File: config.mk
export PLATFORM = sky130hd
export DESIGN_NAME = rsc_reset_cause
export DESIGN_NICKNAME = d
export VERILOG_FILES = /design/src/logic/rsc_pkg.sv /design/src/logic/rsc_hold_timer.sv /design/src/logic/rsc_reset_cause.sv
export SDC_FILE = /design/constraint.sdc
export NUM_CORES = 1
export LEC_CHECK = 0
export ABC_CLOCK_PERIOD_IN_PS = 2900
export BUFFER_PORTS_ARGS = -buffer_cell sky130_fd_sc_hd__buf_2
export CAP_MARGIN = 20
export CORE_MARGIN = 2
export CORE_UTILIZATION = 30
export CTS_BUF_LIST = sky130_fd_sc_hd__clkbuf_16
export CTS_CLUSTER_DIAMETER = 150
export DETAILED_ROUTE_END_ITERATION = 7
export PLACE_DENSITY = 0.65
export SLEW_MARGIN = 20
export SYNTH_ARGS = -nofsm -noshare
export SYNTH_HDL_FRONTEND = slang
export SYNTH_SLANG_ARGS = --single-unit
export TNS_END_PERCENT = 1
File: constraint.sdc
create_clock -name aclk -period 2.9 [get_ports aclk]
set_input_delay 0.725 -clock aclk [delete_from_list [all_inputs] [get_ports aclk]]
set_output_delay 0.725 -clock aclk [all_outputs]
set_load 0.005 [all_outputs]
File: src/logic/rsc_pkg.sv
package rsc_pkg;
  // register byte addresses; the cause register index is 0xEF, four bytes per word
  localparam logic [11:0] CAUSE_IDX = 12'h0EF;
  localparam logic [11:0] CAUSE_ADDR = 12'h3BC;
  localparam logic [11:0] IRQ_STAT_ADDR = 12'h3C0;
  localparam logic [11:0] IRQ_MASK_ADDR = 12'h3C4;
  // cause register field positions
  localparam int BIT_PIN = 0;
  localparam int BIT_POR = 1;
  localparam int BIT_MCD = 2;
  localparam int BIT_WDT = 3;
  localparam int BIT_SW = 4;
  localparam int BIT_CMP = 5;
  localparam int BIT_FERR = 6;
  localparam int BIT_USB = 7;
  // value after power-on: only the power-on flag set
  localparam logic [7:0] CAUSE_RESET = 8'h02;
  localparam logic [7:0] SEL_RESET = 8'h00;
  // user code limits for the two flash sizes
  localparam logic [15:0] FLASH_TOP_32K = 16'h7FFF;
  localparam logic [15:0] FLASH_TOP_64K = 16'hFBFF;
  // bus responses
  localparam logic [1:0] RESP_OKAY = 2'h0;
  localparam logic [1:0] RESP_SLVERR = 2'h2;
  // system reset hold time
  localparam int CLK_PERIOD_NS = 8;
  localparam int RESET_DELAY_NS = 5000;
  localparam int RESET_HOLD_CYC = (RESET_DELAY_NS + CLK_PERIOD_NS - 1) / CLK_PERIOD_NS;
  // flash access kinds
  typedef enum logic [1:0] {
    FA_NONE = 2'b00,
    FA_XWRITE = 2'b01,
    FA_CREAD = 2'b10,
    FA_FETCH = 2'b11
  } rsc_fkind_e;
  // block state
  typedef enum logic {
    RS_RUN = 1'b0,
    RS_HOLD = 1'b1
  } rsc_state_e;
  // flash access presented by the flash controller
  typedef struct packed {
    logic valid;
    rsc_fkind_e kind;
    logic [15:0] addr;
    logic wr_en;
    logic secure_deny;
  } rsc_flash_s;
  // bus function controller status
  typedef struct packed {
    logic ctrl_en;
    logic bus_reset;
    logic vbus_level;
    logic vbus_pol;
  } rsc_usb_s;
endpackage

File: src/logic/rsc_hold_timer.sv
`timescale 1ns/1ps
module rsc_hold_timer #(
  parameter int CYCLES = 625
) (
  // clock and reset
  input wire logic aclk,
  input wire logic aresetn,
  // control
  input wire logic start,
  output logic busy
);
  localparam int CW = $clog2(CYCLES + 1);
  localparam logic [CW-1:0] LOAD = CW'(CYCLES);
  localparam logic [CW-1:0] ZERO = '0;
  logic [CW-1:0] cnt_q;
  logic [CW-1:0] cnt_d;

  // load on start, count down to zero
  assign cnt_d = start ? LOAD : (cnt_q != ZERO) ? cnt_q - CW'(1) : cnt_q;
  assign busy = (cnt_q != ZERO);

  // counter register
  always_ff @(posedge aclk) begin
    if (!aresetn) begin
      cnt_q <= ZERO;
    end else begin
      cnt_q <= cnt_d;
    end
  end
endmodule

File: src/logic/rsc_reset_cause.sv
// The AXI4-Lite register port is this design's own decision.
`timescale 1ns/1ps
// Functional notes
// - enabled external-move write above code limit resets instead of writing.
// - code-move read above code limit resets the system.
// - instruction fetch above code limit resets the system.
// - flash access denied by security setting resets the system.
// - flash write or erase with supply monitor off is blocked and resets.
// - flash fault flag reads one only after a flash error reset; read-only.
// - internal resets never drive the external reset pin.
// - writing one to soft reset flag resets at once; zero does nothing.
// - soft reset flag reads one only after a software reset.
// - bus reset flag write selects bus source; read shows last cause.
// - selected and enabled bus function resets on bus reset signaling.
// - selected bus function resets when supply sense matches chosen polarity.
// - bus reset flag reads one after either bus function reset.
// - writing one to comparator flag makes comparator low a reset source.
// - clock loss flag write enables detector; reads one after its reset.
module rsc_reset_cause #(
  parameter bit FLASH_IS_64K = 1'b1,
  parameter int HOLD_CYCLES = rsc_pkg::RESET_HOLD_CYC
) (
  // clock and power-on reset
  input wire logic aclk,
  input wire logic aresetn,
  // axi4-lite write address
  input wire logic [11:0] s_axi_awaddr,
  input wire logic s_axi_awvalid,
  output logic s_axi_awready,
  // axi4-lite write data
  input wire logic [31:0] s_axi_wdata,
  input wire logic [3:0] s_axi_wstrb,
  input wire logic s_axi_wvalid,
  output logic s_axi_wready,
  // axi4-lite write response
  output logic [1:0] s_axi_bresp,
  output logic s_axi_bvalid,
  input wire logic s_axi_bready,
  // axi4-lite read address
  input wire logic [11:0] s_axi_araddr,
  input wire logic s_axi_arvalid,
  output logic s_axi_arready,
  // axi4-lite read data
  output logic [31:0] s_axi_rdata,
  output logic [1:0] s_axi_rresp,
  output logic s_axi_rvalid,
  input wire logic s_axi_rready,
  // flash controller
  input wire rsc_pkg::rsc_flash_s flash_i,
  input wire logic supply_mon_en_i,
  output logic flash_allow_o,
  // bus function controller
  input wire rsc_pkg::rsc_usb_s usb_i,
  // other reset sources
  input wire logic cmp_below_i,
  input wire logic clock_missing_i,
  input wire logic vdd_below_i,
  input wire logic wdt_expire_i,
  input wire logic pin_reset_i,
  // reset outputs
  output logic sys_reset_o,
  output logic rst_pin_oe_o,
  // interrupt
  output logic irq_o
);
  // block state and registers
  rsc_pkg::rsc_state_e state_q;
  rsc_pkg::rsc_state_e state_d;
  logic [7:0] cause_q;
  logic [7:0] sel_q;
  logic [7:0] irq_stat_q;
  logic [7:0] irq_mask_q;
  logic [11:0] awaddr_q;
  logic aw_have_q;
  logic [31:0] wdata_q;
  logic [3:0] wstrb_q;
  logic w_have_q;
  logic bvalid_q;
  logic [1:0] bresp_q;
  logic rvalid_q;
  logic [31:0] rdata_q;
  logic [1:0] rresp_q;

  // flash limit and fault detection
  // the limit is fixed per build by the flash size parameter, so the compare
  // is against a constant and one comparator is shared by all access kinds
  // a fault is judged in the same cycle the access is presented, so the
  // flash controller never starts a faulting write or erase
  // the security deny line comes from the flash controller already decoded
  wire [15:0] code_top = FLASH_IS_64K ? rsc_pkg::FLASH_TOP_64K : rsc_pkg::FLASH_TOP_32K;
  wire above_top = flash_i.addr > code_top;
  wire fa_xwrite = flash_i.valid && (flash_i.kind == rsc_pkg::FA_XWRITE) && flash_i.wr_en;
  wire fa_cread = flash_i.valid && (flash_i.kind == rsc_pkg::FA_CREAD);
  wire fa_fetch = flash_i.valid && (flash_i.kind == rsc_pkg::FA_FETCH);
  wire ferr_write_top = fa_xwrite && above_top;
  wire ferr_read_top = fa_cread && above_top;
  wire ferr_fetch_top = fa_fetch && above_top;
  wire ferr_secure = flash_i.valid && flash_i.secure_deny;
  wire ferr_supply = fa_xwrite && !supply_mon_en_i;
  wire flash_fault = ferr_write_top | ferr_read_top | ferr_fetch_top | ferr_secure | ferr_supply;

  // faulting or held accesses are not carried out
  // no access proceeds while the system is held in reset
  assign flash_allow_o = flash_i.valid && !flash_fault && (state_q == rsc_pkg::RS_RUN);

  // write path decode
  // a write is acted on once both halves are held and no response is pending,
  // which keeps the register update and bvalid on the same edge
  // only byte lane 0 carries register bits; other lanes are ignored
  // an unmapped address still gets a response so the master never stalls
  wire wr_go = aw_have_q && w_have_q && !bvalid_q;
  wire wr_cause = wr_go && (awaddr_q == rsc_pkg::CAUSE_ADDR) && wstrb_q[0];
  wire wr_stat = wr_go && (awaddr_q == rsc_pkg::IRQ_STAT_ADDR) && wstrb_q[0];
  wire wr_mask = wr_go && (awaddr_q == rsc_pkg::IRQ_MASK_ADDR) && wstrb_q[0];
  wire wr_hit = (awaddr_q == rsc_pkg::CAUSE_ADDR) || (awaddr_q == rsc_pkg::IRQ_STAT_ADDR) ||
                (awaddr_q == rsc_pkg::IRQ_MASK_ADDR);
  wire [7:0] wbyte = wdata_q[7:0];

  // software requests: a zero written to these bits does nothing
  // the soft request is a strobe from the write, never a stored bit,
  // so a later write with bit4 clear cannot trigger it again
  // bit0 written high forces a reset that is recorded as power-on
  wire sw_req = wr_cause && wbyte[rsc_pkg::BIT_SW];
  wire pin_req = wr_cause && wbyte[rsc_pkg::BIT_PIN];

  // bus function source
  // bus signalling only counts while the controller is enabled
  // the supply sense event is a level compare, so a matching level keeps
  // requesting; the select clears on reset, which stops a reset loop
  wire usb_sig = usb_i.ctrl_en && usb_i.bus_reset;
  wire usb_vbus = usb_i.vbus_level == usb_i.vbus_pol;
  wire usb_ev = sel_q[rsc_pkg::BIT_USB] && (usb_sig || usb_vbus);

  // event vector in cause-register layout
  // each optional source is gated by its select bit
  logic [7:0] ev;
  always_comb begin
    ev = 8'h00;
    ev[rsc_pkg::BIT_PIN] = pin_reset_i;
    ev[rsc_pkg::BIT_POR] = pin_req || (sel_q[rsc_pkg::BIT_POR] && vdd_below_i);
    ev[rsc_pkg::BIT_MCD] = sel_q[rsc_pkg::BIT_MCD] && clock_missing_i;
    ev[rsc_pkg::BIT_WDT] = wdt_expire_i;
    ev[rsc_pkg::BIT_SW] = sw_req;
    ev[rsc_pkg::BIT_CMP] = sel_q[rsc_pkg::BIT_CMP] && cmp_below_i;
    ev[rsc_pkg::BIT_FERR] = flash_fault;
    ev[rsc_pkg::BIT_USB] = usb_ev;
  end

  // lowest set bit wins so a single flag is captured
  // two sources on one edge would otherwise set two flags; the lowest bit
  // wins so the cause byte stays one-hot
  wire [7:0] pick = ev & (~ev + 8'h01);
  wire fire = (state_q == rsc_pkg::RS_RUN) && (ev != 8'h00);
  wire hold_busy;

  // reset hold timer
  // loaded on the firing edge and counts down; the hold lasts one cycle
  // longer than the count because the state leaves hold on the edge
  // after the counter reaches zero
  rsc_hold_timer #(
    .CYCLES(HOLD_CYCLES)
  ) u_hold (
    .aclk(aclk),
    .aresetn(aresetn),
    .start(fire),
    .busy(hold_busy)
  );

  // state sequencing
  // run: watch for events; hold: keep system reset high until the timer ends
  // events seen during the hold are dropped, not queued, since the system is
  // already going through reset
  always_comb begin
    state_d = state_q;
    case (state_q)
      rsc_pkg::RS_RUN: begin
        if (fire) begin
          state_d = rsc_pkg::RS_HOLD;
        end
      end
      rsc_pkg::RS_HOLD: begin
        if (!hold_busy) begin
          state_d = rsc_pkg::RS_RUN;
        end
      end
      default: begin
        state_d = rsc_pkg::RS_RUN;
      end
    endcase
  end

  // state register
  always_ff @(posedge aclk) begin
    if (!aresetn) begin
      state_q <= rsc_pkg::RS_RUN;
    end else begin
      state_q <= state_d;
    end
  end

  // system reset is held while the timer runs; the pin is never driven
  // internal sources reset the system through sys_reset_o and leave the
  // pin to the board
  assign sys_reset_o = (state_q == rsc_pkg::RS_HOLD);
  assign rst_pin_oe_o = 1'b0;

  // cause capture: one-hot on each generated reset, read-only to software
  // software writes to the same address land in the select bits below
  always_ff @(posedge aclk) begin
    if (!aresetn) begin
      cause_q <= rsc_pkg::CAUSE_RESET;
    end else if (fire) begin
      cause_q <= pick;
    end
  end

  // source selects kept apart from the causes, cleared by each system reset
  // clearing them keeps a level source from firing again as soon as the
  // hold ends; software re-arms them after reading the cause
  always_ff @(posedge aclk) begin
    if (!aresetn) begin
      sel_q <= rsc_pkg::SEL_RESET;
    end else if (fire) begin
      sel_q <= rsc_pkg::SEL_RESET;
    end else if (wr_cause) begin
      sel_q[rsc_pkg::BIT_USB] <= wbyte[rsc_pkg::BIT_USB];
      sel_q[rsc_pkg::BIT_CMP] <= wbyte[rsc_pkg::BIT_CMP];
      sel_q[rsc_pkg::BIT_MCD] <= wbyte[rsc_pkg::BIT_MCD];
      sel_q[rsc_pkg::BIT_POR] <= wbyte[rsc_pkg::BIT_POR];
    end
  end

  // interrupt status: sticky, write one to clear, a new event wins
  // the layout mirrors the cause byte so software can find the source
  // without reading the cause register; no event is lost to a clear
  wire [7:0] stat_set = fire ? pick : 8'h00;
  wire [7:0] stat_clr = wr_stat ? wbyte : 8'h00;
  always_ff @(posedge aclk) begin
    if (!aresetn) begin
      irq_stat_q <= 8'h00;
    end else begin
      irq_stat_q <= (irq_stat_q & ~stat_clr) | stat_set;
    end
  end

  // interrupt mask
  // writing zero masks a source without touching its status
  always_ff @(posedge aclk) begin
    if (!aresetn) begin
      irq_mask_q <= 8'h00;
    end else if (wr_mask) begin
      irq_mask_q <= wbyte;
    end
  end

  // plain level: drops as soon as the status bit is cleared or masked
  assign irq_o = |(irq_stat_q & irq_mask_q);

  // write address and data are taken independently
  // each half stalls while it is held or a response waits, so at most
  // one write is in flight and the halves pair up in order
  assign s_axi_awready = !aw_have_q && !bvalid_q;
  assign s_axi_wready = !w_have_q && !bvalid_q;

  always_ff @(posedge aclk) begin
    if (!aresetn) begin
      aw_have_q <= 1'b0;
      awaddr_q <= 12'h000;
    // the address half is kept until the paired data half arrives
    end else if (s_axi_awvalid && s_axi_awready) begin
      aw_have_q <= 1'b1;
      awaddr_q <= s_axi_awaddr;
    end else if (wr_go) begin
      aw_have_q <= 1'b0;
    end
  end

  always_ff @(posedge aclk) begin
    if (!aresetn) begin
      w_have_q <= 1'b0;
      wdata_q <= 32'h0000_0000;
      wstrb_q <= 4'h0;
    // data and strobes are kept until the address half arrives
    end else if (s_axi_wvalid && s_axi_wready) begin
      w_have_q <= 1'b1;
      wdata_q <= s_axi_wdata;
      wstrb_q <= s_axi_wstrb;
    end else if (wr_go) begin
      w_have_q <= 1'b0;
    end
  end

  // write response one cycle after both halves are held
  // the response stays until bready; a new write cannot start before that
  always_ff @(posedge aclk) begin
    if (!aresetn) begin
      bvalid_q <= 1'b0;
      bresp_q <= rsc_pkg::RESP_OKAY;
    end else if (wr_go) begin
      bvalid_q <= 1'b1;
      bresp_q <= wr_hit ? rsc_pkg::RESP_OKAY : rsc_pkg::RESP_SLVERR;
    end else if (s_axi_bready) begin
      bvalid_q <= 1'b0;
    end
  end

  assign s_axi_bvalid = bvalid_q;
  assign s_axi_bresp = bresp_q;

  // read decode
  // reads have no side effects, so the address is decoded straight off the
  // bus and the data registered with rvalid
  // unmapped reads return zero with an error response
  wire rd_go = s_axi_arvalid && !rvalid_q;
  wire rd_cause = (s_axi_araddr == rsc_pkg::CAUSE_ADDR);
  wire rd_stat = (s_axi_araddr == rsc_pkg::IRQ_STAT_ADDR);
  wire rd_mask = (s_axi_araddr == rsc_pkg::IRQ_MASK_ADDR);
  wire [7:0] rd_byte = rd_cause ? cause_q :
                       rd_stat ? irq_stat_q :
                       rd_mask ? irq_mask_q : 8'h00;
  wire rd_hit = rd_cause || rd_stat || rd_mask;

  assign s_axi_arready = !rvalid_q;

  // read data registered on the same edge that takes the address
  always_ff @(posedge aclk) begin
    if (!aresetn) begin
      rvalid_q <= 1'b0;
      rdata_q <= 32'h0000_0000;
      rresp_q <= rsc_pkg::RESP_OKAY;
    end else if (rd_go) begin
      rvalid_q <= 1'b1;
      rdata_q <= {24'h000000, rd_byte};
      rresp_q <= rd_hit ? rsc_pkg::RESP_OKAY : rsc_pkg::RESP_SLVERR;
    end else if (s_axi_rready) begin
      rvalid_q <= 1'b0;
    end
  end

  assign s_axi_rvalid = rvalid_q;
  assign s_axi_rdata = rdata_q;
  assign s_axi_rresp = rresp_q;
endmodule

==> key figures <==
Global routing
  – Pin count of the biggest net entering global routing: 33
  – Vias in the first global route: 2835
  – Overflow after GRT: 0
  – Initial antenna violation count: 0
  – Gr usage total: 13.25%
  – First-pass GRT wire length: 13460 µm

Timing
  – Slew @ Worst Pin: 760.1 ps
  – Final Setup Violations: 0
  – Crit path time final: 2400 ps
  – Slew Limit Fails: 0
  – Final Hold Vio Count: 0
  – Fin Hold WS: 443.6 ps
  – F_max: 0.4166 GHz
  – Sum Neg Setup Slack: 0 ps
  – RSZ-0062 raised after global routing: no
  – Worst Skew: 6.016 ps
  – Final Cycle Share: 82.76%
  – Slew Limit Headroom: 48.86%

Power and ir drop
  – P_int: 1.814 mW
  – Leak: 1.799 nW
  – Net Sw Frac: 26.90%
  – VDD IR-drop max: 0.2546 mV
  – Power Dens Cells: 589.3 nW/µm²
  – Comb pwr share: 14.1%
  – Seq pwr share: 46.7%
  – Psw: 0.6675 mW
  – Clk pwr share: 39.2%

Worst setup path
  – Crit path max fanout: 8
  – Worst setup SP type: flop
  – CP Capture Type: flop
  – Req. time, crit path: 3110 ps
  – Arrival @ worst endpoint: 2610 ps
  – CP Class: reg -> reg

Synth
  – Synth top area share: 42.70%
  – Asr flop ratio synth: 0%
  – Register area share after synthesis: 42.70%
  – Number of synthesized flops with an enable pin: 0
  – Synth cell types: 61
  – Multiplexer share of the synthesized area: 6.058%
  – Post-Synth XOR/XNOR Area: 1.767%
  – Synth Area in Compound Gates: 18.50%
  – Syn_area_per_cell: 8.567 µm²
  – Yosys top cell by area: dfxtp_1
  – Flops & latches, synth: 74
  – Adder-cell area share of the yosys netlist: 0.3606%
  – Main combinational cell family by area after synthesis: simple AND/OR/NAND/NOR gates
  – Main area contributors after synthesis: dfxtp_1 (43%), nand2_1 (7.7%), mux2i_1 (6.1%), buf_4 (5.8%), a21oi_1 (5.0%)
  – Ys Warns: 0
  – Synth Instances: 405
  – Synth Area in Simple Gates: 21.71%
  – Top FF cell, synth: dfxtp_1
  – Post-synthesis instance area: 3470 µm²

Clock network
  – Post-cts resize count: 0
  – Hold buffers post-CTS: 0
  – CTS tree: done
  – Clock buffer count from CTS: 9
  – Root buffer cell: clkbuf_16
  – Number of clock sinks: 74
  – Post-CTS setup buffers: 0
  – Skew-Pair Late Insertion Delay: 330 ps
  – H-tree depth: 3
  – Clock Pin Slew Worst Setup and Hold Paths: 60 ps
  – Longest Clk Path Bufs: 2

Routing
  – WL per Instance: 12.97 µm
  – Remaining DRCs: 0
  – First-pass DRT Iterations: 5
  – Drt first-iter violations: 141
  – Via/cell ratio: 4.731
  – Final WL: 8247 µm
  – Antenna Nets Post-Route: 0
  – Total number of vias: 3009

Layout
  – Synth-to-Final Area Change: 21.38%
  – Share of layout cells above drive strength 1: 22.31%
  – Antenna cells: 0
  – Layout net count: 588
  – Commonest non-fill, non-tap cell in the layout: buf_2
  – Final non-filler cell total: 636
  – Commonest non-fill, non-tap cells in the layout: buf_2 (78), dfxtp_1 (74), nand2_1 (71), a21oi_1 (35), conb_1 (27)

Placed design
  – Cells after DPL: 621
  – PortBufs: 78
  – GPL Wtd Cong: 0.7837
  – DP Wirelength: 6246 µm

Floorplan
  – IO Pins: 143
  – Total core area: 11370 µm²
  – Die ar.: 12440 µm²
  – Initial Utilization: 30.52%
  – Die width: 111.5 µm
  – Num rows: 39
  – Die Y: 111.5 µm

Flow run
  – Total of max-cap violations: 0

Worst hold path
  – Worst Hold Class: reg -> reg

Outcome
  – Outcome: complete, no violations
-- critical path: stages, from the launching register on --
cell and delay (ps):
dfxtp_1 310, or2_1 270, nor4_1 550, a21oi_1 220, a32oi_1 560, buf_4 280
o21ai_0 90
-- power by group through the flow --
stage | Clock, mW | Combinational [mW] | Sequential (mW)
after CTS | 0.995 | 0.353 | 1.16
after floorplan | 0 | 0.276 | 1.16
after detailed placement | 0 | 0.351 | 1.18
after global placement | 0 | 0.339 | 1.17
final | 0.972 | 0.351 | 1.16
after global routing | 1.04 | 0.396 | 1.17
-- stage by stage --
| stage | power, mW | util [%] | setup slack, ps | cell area [µm²] |
|---|---|---|---|---|
| floorplan | 1.433 | - | 751.5 | 3567 |
| global placement | 1.511 | 34.75 | 442.7 | 3951 |
| detailed placement | 1.529 | 34.75 | 379.3 | 3951 |
| CTS | 2.507 | 37.04 | 453.7 | 4212 |
| global route | 2.599 | 37.04 | 298.9 | 4212 |
| finish | 2.482 | 37.04 | 499.9 | 4212 |
-- per-layer routing --
layer	vias up	share of wire [%]	track usage [%]	routed length [µm]
met5	-	0	0	0
met4	0	1.0	4.198	83
met3	8	6.0	3.430	496
met2	101	45	21.14	3737
met1	1373	48	17.65	3930
li1	1527	-	-	-
-- registers in the layout, summed over array words and instances, names as in the netlist --
register      count
w_have_q          1
s_axi_bresp       1
irq_stat_q        8
s_axi_bvalid      1
wdata_q           8
cause_q           8
s_axi_rvalid      1
aw_have_q         1
wstrb_q           1
sel_q             4
u_hold.cnt_q     10
irq_mask_q        8
awaddr_q         12
s_axi_rresp       1
sys_reset_o       1
s_axi_rdata       8
-- cell usage after synthesis (all sizes together), types with 2 or more instances --
master,n
dfxtp,74
nand2,71
a21oi,35
buf,29
nor2,25
mux2i,21
o21ai,21
inv,14
clkbuf,11
a2bb2oi,8
nor3,8
nand2b,6
xnor2,6
a21o,5
nand3,5
nand4,5
a22oi,4
nor3b,4
a211oi,3
a21boi,3
nand3b,3
nand4b,3
nor2b,3
nor4,3
o21a,3
or4,3
a31o,2
and2,2
nor4b,2
o22ai,2
o31ai,2
-- kinds of logic after synthesis --
group,Yosys count
AND/OR/NAND/NOR,147
AO/OA/AOI/OAI,100
flip-flops,74
buffers and inverters,54
multiplexers,21
XOR/XNOR,7
adder cells (fa/ha/maj),1
other,1
-- area by class of cell --
cell class                      count  area, µm²
Fill cell                        1152       7158
Multi-Input combinational cell    303       1780
Sequential cell                    74       1481
Timing Repair Buffer               87      457.9
Clock buffer                        9      225.2
Tap cell                          143      178.9
Inverter                           14      52.55
Clock inverter                      6      35.03
-- path summary, 6_finish.rpt --
kind / slack (ps) / end / cells after the start / from
worst max-delay path: 500 / cause_q[5] / 6 / awaddr_q[0]
worst min-delay path: 440 / s_axi_rdata[5] / 2 / s_axi_rdata[5]
worst max register to register: 500 / cause_q[5] / 6 / awaddr_q[0]
worst min register to register: 440 / s_axi_rdata[5] / 2 / s_axi_rdata[5]
Power figures use the tool's default switching activity.
